$ cat config.mk
export PLATFORM = sky130hd
export DESIGN_NAME = network_quality_indicators
export DESIGN_NICKNAME = d
export VERILOG_FILES = /design/src/shared/network_quality_pkg.sv /design/src/core/network_quality_indicators.sv
export SDC_FILE = /design/constraint.sdc
export NUM_CORES = 1
export LEC_CHECK = 0
export ABC_AREA = 1
export BUFFER_PORTS_ARGS = -buffer_cell sky130_fd_sc_hd__buf_4
export CAP_MARGIN = 20
export CORE_MARGIN = 1
export CORE_UTILIZATION = 55
export CTS_BUF_LIST = sky130_fd_sc_hd__clkbuf_8 sky130_fd_sc_hd__clkbuf_16
export DETAILED_ROUTE_END_ITERATION = 6
export HOLD_SLACK_MARGIN = 0.1
export PLACE_DENSITY = 0.72
export SLEW_MARGIN = 20
export SYNTH_ARGS = -nofsm -noshare
export SYNTH_HDL_FRONTEND = slang
export SYNTH_SLANG_ARGS = --single-unit
export TNS_END_PERCENT = 10
$ cat constraint.sdc
create_clock -name clk_in -period 2.95 [get_ports clk_in]
set_clock_uncertainty 0.15 [all_clocks]
set_input_delay 0.295 -clock clk_in [delete_from_list [all_inputs] [get_ports clk_in]]
set_output_delay 0.295 -clock clk_in [all_outputs]
set_load 0.02 [all_outputs]
$ cat src/shared/network_quality_pkg.sv
// constants shared by the network quality and remote signal block
// assumes a 16-bit register port and a 64-station network engine
package network_quality_pkg;
	// register port geometry
	localparam int DATA_W    = 16;
	localparam int ADDR_W    = 4;
	localparam int STATION_W = 6;
	localparam int STATIONS  = 64;
	localparam int CNT_W     = 8;

	// register indices on the plain port
	localparam logic [3:0] ADDR_CARE_COUNTERS = 4'h0;
	localparam logic [3:0] ADDR_BASIC_CONTROL = 4'h1;
	localparam logic [3:0] ADDR_QUERY_CONTROL = 4'h2;
	localparam logic [3:0] ADDR_STATION_SETUP = 4'h3;
	localparam logic [3:0] ADDR_MEMBER_FLAGS0 = 4'h4;
	localparam logic [3:0] ADDR_MEMBER_FLAGS3 = 4'h7;

	// care_event_counters fields
	localparam int DEAD_COUNT_LSB   = 0;
	localparam int MEMBER_COUNT_LSB = 8;
	localparam logic [7:0] COUNT_MAX = 8'hFF;
	localparam logic [7:0] COUNT_ONE = 8'h01;

	// basic_control fields and reset
	localparam int SHORT_ALERT_PULSE_BIT = 14;
	localparam logic [15:0] BASIC_CONTROL_RESET = 16'h0000;

	// query_control fields
	localparam int TARGET_STATION_LSB = 0;
	localparam int REMOTE_REQ_BIT     = 7;

	// station_setup fields
	localparam int STATION_ADDRESS_LSB = 0;
	localparam int RX_TRIGGER_EN_BIT   = 8;

	// link history thresholds, as counts held before the current event
	localparam logic [1:0] DEAD_RUN_BEFORE_LOSS  = 2'h2;
	localparam logic [1:0] EST_RUN_BEFORE_STABLE = 2'h3;

	// alert timing, in driving clock periods and bit times
	localparam int LONG_ALERT_CLKS  = 2096896;
	localparam int SHORT_ALERT_BITS = 6;
	localparam int BIT_TIME_CLKS    = 10;
	localparam int CH_DEAD          = 0;
	localparam int CH_MEMBER        = 1;
endpackage

$ cat src/core/network_quality_indicators.sv
// network quality alerts, link-stable indicator and remote signal pin
// assumes a network engine on clk_in that reports one station per pulse
`timescale 1ns/1ps

// How it works
// - dead link pulses its alert low, unmasked
// - dead links counted in low byte, saturating
// - writing bit 0 clears dead-link count
// - dead-link pulse is retriggerable long one-shot
// - short-pulse bit shortens both alert pulses
// - resize link loss counts as dead link
// - three consecutive dead links mean member loss
// - member losses counted in high byte, saturating
// - writing bit 8 clears member-loss count
// - member-loss pulse is retriggerable long one-shot
// - resize link loss counts as member loss
// - fourth consecutive establishment sets member flag
// - indicator low while any other member flag
// - remote command goes out only while running
// - remote signal pin low after reset
// - received remote command toggles the pin
// - received command raises trigger when enabled
// - request bit clears once command is sent
// - unknown target address is still sent
module network_quality_indicators #(
	parameter int LONG_ALERT_CLKS = network_quality_pkg::LONG_ALERT_CLKS,
	parameter int BIT_TIME_CLKS   = network_quality_pkg::BIT_TIME_CLKS
) (
	input  wire logic        clk_in,
	input  wire logic        rst_n_in,
	input  wire logic [3:0]  reg_addr_in,
	input  wire logic [15:0] reg_wdata_in,
	input  wire logic        reg_wr_in,
	input  wire logic        reg_rd_in,
	output logic      [15:0] reg_rdata_out,
	input  wire logic [5:0]  station_in,
	input  wire logic        link_ok_in,
	input  wire logic        link_dead_in,
	input  wire logic        link_resized_off_in,
	input  wire logic        run_phase_in,
	input  wire logic        remote_rx_in,
	input  wire logic        remote_sent_in,
	output logic             remote_req_out,
	output logic      [5:0]  remote_target_out,
	output logic             remote_signal_out,
	output logic             remote_rx_trigger_out,
	output logic             dead_link_alert_n_out,
	output logic             member_loss_alert_n_out,
	output logic             link_stable_indicator_n_out
);

	localparam int STATIONS = network_quality_pkg::STATIONS;
	localparam int CNT_W    = network_quality_pkg::CNT_W;
	// short pulse length in clocks, from bit times
	localparam int SHORT_CLKS = network_quality_pkg::SHORT_ALERT_BITS * BIT_TIME_CLKS;
	// timer wide enough for the long one-shot
	localparam int TW = $clog2(LONG_ALERT_CLKS + 1);
	localparam logic [TW-1:0] LONG_LOAD  = TW'(LONG_ALERT_CLKS);
	localparam logic [TW-1:0] SHORT_LOAD = TW'(SHORT_CLKS);
	localparam logic [TW-1:0] TIMER_ONE  = TW'(1);

	// refuse settings the timer cannot serve
	if (BIT_TIME_CLKS < 1 || SHORT_CLKS > LONG_ALERT_CLKS || LONG_ALERT_CLKS < 2) begin : g_bad
		$error("alert timing parameters out of range");
	end

	// one-hot decode of a station address, used for events and self
	function automatic logic [STATIONS-1:0] station_onehot(input logic [5:0] addr);
		logic [STATIONS-1:0] onehot;
		onehot       = '0;
		onehot[addr] = 1'b1;
		return onehot;
	endfunction

	// software visible state
	logic [15:0] basic_control_ff;     // stored whole, bit 14 steers pulses
	logic [5:0]  target_station_ff;    // remote command destination
	logic        remote_pending_ff;    // request bit of query_control
	logic [5:0]  station_address_ff;   // own address, excluded from indicator
	logic        rx_trigger_en_ff;     // gate for the receive trigger
	logic [15:0] rdata_ff;             // read data, valid one cycle after strobe

	// event counters and alert timers, index 0 dead link, 1 member loss
	logic [CNT_W-1:0] count_ff [2];
	logic [TW-1:0]    timer_ff [2];
	logic [1:0]       alert_n_ff;

	// output flops
	logic        remote_req_ff;
	logic        remote_signal_ff;
	logic        rx_trigger_ff;
	logic        stable_n_ff;

	// decoded strobes and events
	logic [STATIONS-1:0] event_hit;    // station named by the engine
	logic [STATIONS-1:0] self_mask;    // own station bit
	logic [STATIONS-1:0] member_vec;   // member flags of all stations
	logic [STATIONS-1:0] loss_vec;     // stations losing membership now
	logic [1:0]          event_now;    // events this cycle per channel
	logic [1:0]          clear_now;    // counter clears this cycle
	logic                wr_care;
	logic                wr_basic;
	logic                wr_query;
	logic                wr_setup;

	assign event_hit = station_onehot(station_in);
	assign self_mask = station_onehot(station_address_ff);

	// register write decode
	assign wr_care  = reg_wr_in && (reg_addr_in == network_quality_pkg::ADDR_CARE_COUNTERS);
	assign wr_basic = reg_wr_in && (reg_addr_in == network_quality_pkg::ADDR_BASIC_CONTROL);
	assign wr_query = reg_wr_in && (reg_addr_in == network_quality_pkg::ADDR_QUERY_CONTROL);
	assign wr_setup = reg_wr_in && (reg_addr_in == network_quality_pkg::ADDR_STATION_SETUP);

	// dead link channel, a resize loss of an established link included
	assign event_now[network_quality_pkg::CH_DEAD] = link_dead_in || link_resized_off_in;
	// member loss channel, any station reaching its loss condition
	assign event_now[network_quality_pkg::CH_MEMBER] = |loss_vec;

	// clears are write-one, other bits of the write are ignored
	assign clear_now[network_quality_pkg::CH_DEAD] =
		wr_care && reg_wdata_in[network_quality_pkg::DEAD_COUNT_LSB];
	assign clear_now[network_quality_pkg::CH_MEMBER] =
		wr_care && reg_wdata_in[network_quality_pkg::MEMBER_COUNT_LSB];

	// per-station link history: consecutive runs and member flag
	for (genvar s = 0; s < STATIONS; s++) begin : g_station
		logic [1:0] est_run_ff;   // consecutive establishments, held at 3
		logic [1:0] dead_run_ff;  // consecutive dead links, held at 3
		logic       member_ff;    // link regarded as stable

		// third consecutive dead link, or a resize loss, drops the member
		assign loss_vec[s] = event_hit[s] && (link_resized_off_in
			|| (link_dead_in
			&& dead_run_ff == network_quality_pkg::DEAD_RUN_BEFORE_LOSS));
		assign member_vec[s] = member_ff;

		// history update; the engine raises at most one event per cycle
		always_ff @(posedge clk_in or negedge rst_n_in) begin
			if (!rst_n_in) begin
				est_run_ff  <= 2'h0;
				dead_run_ff <= 2'h0;
				member_ff   <= 1'b0;
			end else if (event_hit[s] && link_resized_off_in) begin
				// resizing cut the link: history starts over
				est_run_ff  <= 2'h0;
				dead_run_ff <= 2'h0;
				member_ff   <= 1'b0;
			end else if (event_hit[s] && link_ok_in) begin
				dead_run_ff <= 2'h0;
				// the fourth establishment in a row marks the link stable
				if (est_run_ff == network_quality_pkg::EST_RUN_BEFORE_STABLE) begin
					member_ff <= 1'b1;
				end else begin
					est_run_ff <= est_run_ff + 2'h1;
				end
			end else if (event_hit[s] && link_dead_in) begin
				est_run_ff <= 2'h0;
				// held at 3 so a long outage reports one member loss only
				if (dead_run_ff != 2'h3) begin
					dead_run_ff <= dead_run_ff + 2'h1;
				end
				if (loss_vec[s]) begin
					member_ff <= 1'b0;
				end
			end
		end
	end

	// counters and one-shots, one pair per alert channel
	for (genvar c = 0; c < 2; c++) begin : g_alert
		// saturating count; an event in the clearing cycle is kept
		always_ff @(posedge clk_in or negedge rst_n_in) begin
			if (!rst_n_in) begin
				count_ff[c] <= '0;
			end else if (event_now[c] && clear_now[c]) begin
				count_ff[c] <= network_quality_pkg::COUNT_ONE;
			end else if (event_now[c]) begin
				// never wraps past 255
				if (count_ff[c] != network_quality_pkg::COUNT_MAX) begin
					count_ff[c] <= count_ff[c] + network_quality_pkg::COUNT_ONE;
				end
			end else if (clear_now[c]) begin
				count_ff[c] <= '0;
			end
		end

		// retriggerable one-shot: every event reloads the full length
		always_ff @(posedge clk_in or negedge rst_n_in) begin
			if (!rst_n_in) begin
				timer_ff[c] <= '0;
			end else if (event_now[c]) begin
				// short mode is for counting pulses in external logic
				if (basic_control_ff[network_quality_pkg::SHORT_ALERT_PULSE_BIT]) begin
					timer_ff[c] <= SHORT_LOAD;
				end else begin
					timer_ff[c] <= LONG_LOAD;
				end
			end else if (timer_ff[c] != '0) begin
				timer_ff[c] <= timer_ff[c] - TIMER_ONE;
			end
		end

		// pin low for exactly the loaded count, from the cycle after the event
		always_ff @(posedge clk_in or negedge rst_n_in) begin
			if (!rst_n_in) begin
				alert_n_ff[c] <= 1'b1;
			end else begin
				// masks play no part here
				alert_n_ff[c] <= !(event_now[c] || timer_ff[c] > TIMER_ONE);
			end
		end
	end

	// basic_control: plain storage
	always_ff @(posedge clk_in or negedge rst_n_in) begin
		if (!rst_n_in) begin
			basic_control_ff <= network_quality_pkg::BASIC_CONTROL_RESET;
		end else if (wr_basic) begin
			basic_control_ff <= reg_wdata_in;
		end
	end

	// station_setup: own address and trigger enable
	always_ff @(posedge clk_in or negedge rst_n_in) begin
		if (!rst_n_in) begin
			station_address_ff <= 6'h00;
			rx_trigger_en_ff   <= 1'b0;
		end else if (wr_setup) begin
			station_address_ff <= reg_wdata_in[network_quality_pkg::STATION_ADDRESS_LSB +: 6];
			rx_trigger_en_ff   <= reg_wdata_in[network_quality_pkg::RX_TRIGGER_EN_BIT];
		end
	end

	// query_control: target and request; software write beats the sent clear
	always_ff @(posedge clk_in or negedge rst_n_in) begin
		if (!rst_n_in) begin
			target_station_ff <= 6'h00;
			remote_pending_ff <= 1'b0;
		end else if (wr_query) begin
			// any address is accepted, present on the network or not
			target_station_ff <= reg_wdata_in[network_quality_pkg::TARGET_STATION_LSB +: 6];
			remote_pending_ff <= reg_wdata_in[network_quality_pkg::REMOTE_REQ_BIT];
		end else if (remote_sent_in) begin
			remote_pending_ff <= 1'b0;
		end
	end

	// request toward the engine only in the running phase
	always_ff @(posedge clk_in or negedge rst_n_in) begin
		if (!rst_n_in) begin
			remote_req_ff <= 1'b0;
		end else begin
			// drops with the sent pulse so no second command is taken
			remote_req_ff <= remote_pending_ff && run_phase_in && !remote_sent_in;
		end
	end

	// remote signal pin toggles per received command
	always_ff @(posedge clk_in or negedge rst_n_in) begin
		if (!rst_n_in) begin
			remote_signal_ff <= 1'b0;
		end else if (remote_rx_in) begin
			remote_signal_ff <= !remote_signal_ff;
		end
	end

	// one-cycle trigger toward the host on reception
	always_ff @(posedge clk_in or negedge rst_n_in) begin
		if (!rst_n_in) begin
			rx_trigger_ff <= 1'b0;
		end else begin
			rx_trigger_ff <= remote_rx_in && rx_trigger_en_ff;
		end
	end

	// indicator low while another station is a member
	always_ff @(posedge clk_in or negedge rst_n_in) begin
		if (!rst_n_in) begin
			stable_n_ff <= 1'b1;
		end else begin
			// own bit masked: a station cannot vouch for itself
			stable_n_ff <= !(|(member_vec & ~self_mask));
		end
	end

	// read data: registered, zero outside the cycle after a read
	always_ff @(posedge clk_in or negedge rst_n_in) begin
		if (!rst_n_in) begin
			rdata_ff <= 16'h0000;
		end else if (!reg_rd_in) begin
			rdata_ff <= 16'h0000;
		end else begin
			case (reg_addr_in)
				network_quality_pkg::ADDR_CARE_COUNTERS: begin
					rdata_ff <= {count_ff[network_quality_pkg::CH_MEMBER],
						count_ff[network_quality_pkg::CH_DEAD]};
				end
				network_quality_pkg::ADDR_BASIC_CONTROL: begin
					rdata_ff <= basic_control_ff;
				end
				network_quality_pkg::ADDR_QUERY_CONTROL: begin
					// query bit 6 and type bits are not built, read zero
					rdata_ff <= {8'h00, remote_pending_ff, 1'b0, target_station_ff};
				end
				network_quality_pkg::ADDR_STATION_SETUP: begin
					rdata_ff <= {7'h00, rx_trigger_en_ff, 2'h0, station_address_ff};
				end
				network_quality_pkg::ADDR_MEMBER_FLAGS0,
				network_quality_pkg::ADDR_MEMBER_FLAGS0 + 4'h1,
				network_quality_pkg::ADDR_MEMBER_FLAGS0 + 4'h2,
				network_quality_pkg::ADDR_MEMBER_FLAGS3: begin
					// four words of member flags, station 0 in bit 0 of word 0
					rdata_ff <= member_vec[16 * reg_addr_in[1:0] +: 16];
				end
				default: begin
					// unmapped index reads zero
					rdata_ff <= 16'h0000;
				end
			endcase
		end
	end

	// every output straight from a flop
	assign reg_rdata_out               = rdata_ff;
	assign remote_req_out              = remote_req_ff;
	assign remote_target_out           = target_station_ff;
	assign remote_signal_out           = remote_signal_ff;
	assign remote_rx_trigger_out       = rx_trigger_ff;
	assign dead_link_alert_n_out       = alert_n_ff[network_quality_pkg::CH_DEAD];
	assign member_loss_alert_n_out     = alert_n_ff[network_quality_pkg::CH_MEMBER];
	assign link_stable_indicator_n_out = stable_n_ff;

endmodule

==> impl_results.md, run 1 <==
- RD Place Congestion: ~0.95
- Top cell type's share of synthesized area: 0.423
- Row Count: between 70 and 80
- WP data arrival: a little over 3 ns
- Top_reg_cell synth: dfrtp_1
- Max-slew violation count: 0
- Hold Slack: around 0.14 ns
- Syn Nets: ~3,400
- Status: complete, but fails checks
- Total GRT Usage: 0.321
- Vias: approximately 23,000
- Clock H-tree levels: 2
- Vias in the first global route: between 20,000 and 25,000
- Hold_sp: reg_addr_in[0]
- Slew @ Worst Pin: around 0.86 ns
- Worst-Skew Late Latency: just over 0.6 ns
- Antenna Cells: 0
- Share of cells above drive strength 1: 0.0792
- Critical setup path kind: input pin to flop
- Max frequency: between 300 and 400 MHz
- DR DRC count: 5
- Die area: 46,800 um2
- Power Density: between 600 and 700 nW/um2
- Setup TNS Final: 0 ns
- FF-to-FF Start: g_station[31].dead_run_ff[0]
- DR pass1 iterations: 7
- Die Span X: ~220 um
- Max cap viols: 0
- Final Setup Violations: 0
- DR vias/cell: between 5 and 6
- Clk slew on worst S/H paths: approximately 0.060 ns
- Failing checks: design-rule violations
- Async SR Flop Fraction: 1.00
- Initial Util: 0.557
- Final Hold Viols: 0
- Critical path data required time: about 3.3 ns
- Synth Area per Inst: 7.91 um2
- Leak Pwr: approximately 14 nW
- Period minus WS final: ~2.8 ns
- Starting DRT DRC Count: 2,116
- CP Capture Type: flop
- Synth Register Bits: 430
- Inserted Clock Buffers: 49
- Area Growth Syn to Fin: 13.0%
- Syn. warnings: 0
- R2R Setup Slk: approximately 0.30 ns
- Unique masters post-synth: 57
- Num ports: between 60 and 70
- Sequential share of the synthesized area: 0.426
- Nets: 3,529
- Setup crit start kind: input pin
- Worst Path Buf+Inv: 5
- Area contributors post-synth: dfrtp_1, nand2_1, ha_1
- Crit-path leading delay family: simple AND/OR/NAND/NOR gates
- CTS Sinks: 430
- Core footprint: around 45,000 um2
- VDD IR max: about 0.00055 V
- Final Cycle Share: 0.939
- Synthesized area: ~25,000 um2
- # fillers: ~3,900
- Critical path, cell by cell: dlygate4sd3_1, buf_4, inv_2, buf_4, nand2_1, nand2_1, nand2_1, nor2_1, nand2_1, nor2_1, nand2_2, nor2_8, inv_4, nand2_2, a21oi_1
- Die H: approximately 220 um
- Largest net degree at the start of global routing: 73
- IO Port Bufs: 63
- Yosys top cell by area: dfrtp_1
- Leading cell type in the layout, fill and taps excluded: nand2_1
- Unrepaired setup endpoints after global routing: no
- First-pass GRT wire length: roughly 120 mm
- Total power: roughly 17 mW
- Drt total wl: between 70 and 80 mm
- EDFF count, synth: 0
- Hold Crit Class: input pin to flop
- Setup bufs post-CTS: 0
- Cell count after synthesis: 3,192
- Most frequent cells in the layout: nand2_1, dfrtp_1, inv_1
- Slowest cell delay on critical path: roughly 0.54 ns
- Final ANT Viol Nets: 0
- CP max-delay cell: dlygate4sd3_1
- Most used cell, CP: nand2_1
- Post-DP HPWL: about 54 mm
- CP max FO: 21
- CTS root buf: clkbuf_16
- Initial antenna violation count: 0
- Rel. slew slack: 0.426
- CTS tree: yes
- Wire length per cell: roughly 19 um
- Grt total ovfl: 0
- Critical Path Start: link_resized_off_in
- Max clock buf depth: 3
-- sequential cells by signal, summed over array words and instances (netlist names) --
register                     cells
member_loss_alert_n_out          1
station_address_ff               6
timer_ff                        42
remote_rx_trigger_out            1
remote_req_out                   1
g_station.dead_run_ff          128
rx_trigger_en_ff                 1
g_station.member_ff             64
g_station.est_run_ff           128
dead_link_alert_n_out            1
remote_signal_out                1
link_stable_indicator_n_out      1
basic_control_ff                16
count_ff                        16
reg_rdata_out                   16
remote_target_out                6
remote_pending_ff                1
-- worst reg2reg max path, cell delays in order, from the launching register on --
cell	delay [ns]
dfrtp_1	0.39
inv_1	0.06
ha_1	0.21
nand2_1	0.08
nand2_1	0.07
nand2_1	0.08
nand2_1	0.07
nor2_1	0.33
nand2_1	0.10
nor2_1	0.13
nand2_2	0.17
nor2_8	0.27
inv_4	0.10
nand2_2	0.21
a21oi_1	0.10
-- Yosys cell counts, types with 14 or more instances --
master	number
nand2_1	779
dfrtp_1	427
inv_1	410
o21ai_0	314
nor2_1	307
ha_1	198
a21oi_1	171
nand3_1	127
clkbuf_1	40
a22oi_1	39
nor3_1	38
o31ai_1	30
o211ai_1	23
nand4_1	21
a32o_1	19
buf_2	17
xor2_1	16
buf_1	14
-- report_power, final --
part / switching [mW] / internal, mW / leakage, nW
Sequential: 0.891 / 6.81 / 5.56
Combinational: 2.01 / 1.23 / 7.35
Clock: 2.51 / 3.73 / 0.873
Total: 5.41 / 11.8 / 13.8
-- path summary, 6_finish.rpt --
path / depth (start not counted) / end
worst max register to register: 14 / timer_ff[19]
worst min register to register: 1 / remote_signal_out
worst max-delay path: 15 / timer_ff[19]
worst min-delay path: 6 / count_ff[8]
min in group asynchronous: 2 / timer_ff[33]
max in group asynchronous: 3 / member_loss_alert_n_out
-- cell type report --
cell class,count,area (um2),area share
timing repair buffer,140,1300,0.0455
clock buffer,62,1430,0.0501
clock inverter,27,223,0.00781
multi-input combinational,2251,12500,0.437
inverter,423,1610,0.0563
sequential,430,10800,0.377
tap,600,751,0.0263
-- kinds of logic (layout without fill, tap and decap cells) --
logic type                 after synthesis  count (layout)  share of synthesized area
adders and majority gates              198             198                     0.0981
DFF                                    430             430                      0.426
xor gates and xnor gates                29              29                     0.0101
and+or+nand+nor                       1330            1330                      0.220
muxes                                   17              17                    0.00739
buffers and inverters                  511             652                     0.0812
AOI/OAI and AO/OA                      677             677                      0.157
-- metrics by stage --
step / setup WS [ns] / std cells / util / instance area (um2)
after floorplan: 0.937 / 3192 / - / 25200
after global placement: 0.121 / 3818 / 0.588 / 26600
after detailed placement: 0.139 / 3818 / 0.588 / 26600
after CTS: 0.238 / 3933 / 0.630 / 28500
after global routing: 0.0460 / 3933 / 0.630 / 28500
final: 0.179 / 3933 / 0.630 / 28500
-- timing repair --
item,in CTS,in global routing
hold buffers,26,0
endpoints found under the setup margin,0,1
gates resized for setup,0,1
endpoints found under the hold margin,299,0
-- per-layer routing --
metal / part of all wire / up-vias / GRT usage
li1: - / 10800 / -
met1: 0.41 / 10800 / 0.422
met2: 0.47 / 940 / 0.527
met3: 0.083 / 201 / 0.0521
met4: 0.040 / 0 / 0.131
met5: 0 / - / 0
Power figures use the tool's default switching activity.
==> inputs of run 2 (changes only) <==
- CTS_CLUSTER_DIAMETER: unset -> 30
- SETUP_SLACK_MARGIN: unset -> 0.2
==> run 2 against run 1 <==
- the flow now finishes without violations
- fmax increased by 5.2%
- hold slack lost 0.015 ns
- non-clock buffer count grew 6
- setup slack better by 0.14 ns
- global-route usage increased by 1.1 points
- critical path depth stayed put
- combinational power grew 1%
- sequential share of layout area shrank 2.7 points
- routed wire length increased by 2.8%
==> impl_results.md, run 2 (same netlist as run 1, synthesis figures left out) <==
- Status: finished clean
- Leading cell type in the layout, fill and taps excluded: nand2_1
- Vias: 23,400 (+2.7%)
- Share of cells above drive strength 1: 0.109 (+0.0301)
- Final ANT Viol Nets: 0 (unchanged)
- RD Place Congestion: 0.954 (unchanged)
- Wire length per cell: 18.9 um (-0.15%)
- Total GRT Usage: 0.331 (+0.0107)
- Critical setup path kind: input pin to flop
- Final Setup Violations: 0 (unchanged)
- R2R depth: 14 (unchanged)
- DR vias/cell: 5.77 (-0.23%)
- VDD IR max: 0.000745 V (+36%)
- Max cap viols: 0 (unchanged)
- Die Span X: 216 um (unchanged)
- Slew @ Worst Pin: 0.896 ns (+0.0367 ns)
- Clk slew on worst S/H paths: 0.04 ns (-0.02 ns)
- Hold Slack: 0.127 ns (-0.0149 ns)
- Antenna Cells: 0 (unchanged)
- Max-slew violation count: 0 (unchanged)
- Die H: 216 um (unchanged)
- Row Count: 78 (unchanged)
- Final Cycle Share: 0.893 (-0.0465)
- Critical path data required time: 3.35 ns (+0.08 ns)
- Clock H-tree levels: 3 (+1)
- Hold Crit Class: input pin to asynchronous set/reset pin
- Core footprint: 45,300 um2 (unchanged)
- CP max FO: 27 (+29%)
- IO Port Bufs: 63 (unchanged)
- Grt total ovfl: 0 (unchanged)
- Worst Slack Setup Final: 0.316 ns (+0.137 ns)
- Total power: 23.1 mW (+35%)
- Worst-Skew Late Latency: 0.66 ns (+0.05 ns)
- CP Capture Type: flop
- Most frequent cells in the layout: nand2_1, dfrtp_1, inv_1
- Leak Pwr: 14.9 nW (+7.9%)
- Finished Core Util: 0.678 (+0.0485)
- Power Density: 753 nW/um2 (+25%)
- Rel. slew slack: 0.401 (-0.0246)
- Post-DP HPWL: 53.7 mm (unchanged)
- Initial antenna violation count: 0 (unchanged)
- Die area: 46,800 um2 (unchanged)
- Setup WS pre-CTS: 0.139 ns (unchanged)
- Setup crit start kind: input pin
- CTS Sinks: 430 (unchanged)
- Unrepaired setup endpoints after global routing: yes
- Max clock buf depth: 3 (unchanged)
- Num ports: 64 (unchanged)
- Setup TNS Final: 0 ns (unchanged)
- Initial Util: 0.557 (unchanged)
- CTS tree: yes
- Top Registers: g_station.dead_run_ff x128, g_station.est_run_ff x128, g_station.member_ff x64
- Inserted Clock Buffers: 107 (+120%)
- Area Growth Syn to Fin: 21.7%
- First-pass GRT wire length: 123 mm (+3.2%)
- CTS root buf: clkbuf_16
- DR pass1 iterations: 6 (-1)
- Drt total wl: 76.4 mm (+2.8%)
- Vias in the first global route: 23,400 (+4.7%)
- Largest net degree at the start of global routing: 73 (unchanged)
- Period minus WS final: 2.63 ns (-0.137 ns)
- Max frequency: 380 MHz (+5.2%)
- Final Hold Viols: 0 (unchanged)
- Starting DRT DRC Count: 2,250 (+6.3%)
- DR DRC count: 0 (-5)
- WP data arrival: 3.03 ns (-0.06 ns)
- Nets: 3,593 (+1.8%)
==> run 2: metal layers <==
| metal | global-route usage | wire length, um | vias up |
|---|---|---|---|
| li1 | - | - | 10900 |
| met1 | 0.425 | 31100 | 11200 |
| met2 | 0.541 | 35800 | 1034 |
| met3 | 0.0669 | 6250 | 253 |
| met4 | 0.150 | 3350 | 0 |
| met5 | 0 | 0 | - |
==> run 2: critical path, stage by stage <==
cell,delay (ns)
dlygate4sd3_1,0.53
buf_4,0.24
buf_4,0.26
nand2_1,0.11
nand2_1,0.07
nand2_1,0.12
nand2_1,0.07
nor2_2,0.23
nand2_1,0.08
nor2_1,0.15
nand2_2,0.18
nor2_8,0.22
buf_4,0.22
nor2_1,0.08
a21oi_1,0.14
==> run 2: final timing paths <==
| kind | from | end | slack, ns |
|---|---|---|---|
| max | link_dead_in | timer_ff[16] | 0.32 |
| min | rst_n_in | timer_ff[33] | 0.13 |
| max reg2reg | g_station[56].dead_run_ff[0] | timer_ff[16] | 0.37 |
| min reg2reg | g_station[52].est_run_ff[0] | g_station[52].est_run_ff[0] | 0.33 |
| max in group asynchronous | rst_n_in | member_loss_alert_n_out | 1.73 |
| min in group clk_in | reg_addr_in[2] | count_ff[8] | 0.13 |
==> run 2: power breakdown <==
group / internal (mW) / total (mW) / switching (mW) / leakage, nW
Clock: 8.49 / 12.1 / 3.63 / 1.93
Sequential: 6.83 / 7.72 / 0.897 / 5.56
Combinational: 1.24 / 3.28 / 2.04 / 7.38
Total: 16.6 / 23.1 / 6.56 / 14.9
==> run 2: repair_timing <==
action / 4_1_cts / 5_1_grt
hold endpoints to repair: 463 / 0
setup buffers: 0 / 3
resized for setup: 0 / 2
endpoints found under the setup margin: 0 / 31
hold buffers: 29 / 0
==> run 2: final cells by class <==
class,count,area [um2]
clock buffer,129,2990
clock inverter,71,801
fill,3593,14600
inverter,423,1610
multi-input combinational,2251,12500
sequential,430,10800
tap,600,751
timing repair buffer,146,1350
==> run 2: per-stage QoR <==
step	std cells	cell area, um2
global placement	3818	26600
detailed placement	3818	26600
CTS	4047	30700
finish	4050	30700
floorplan	3192	25200
global route	4050	30700
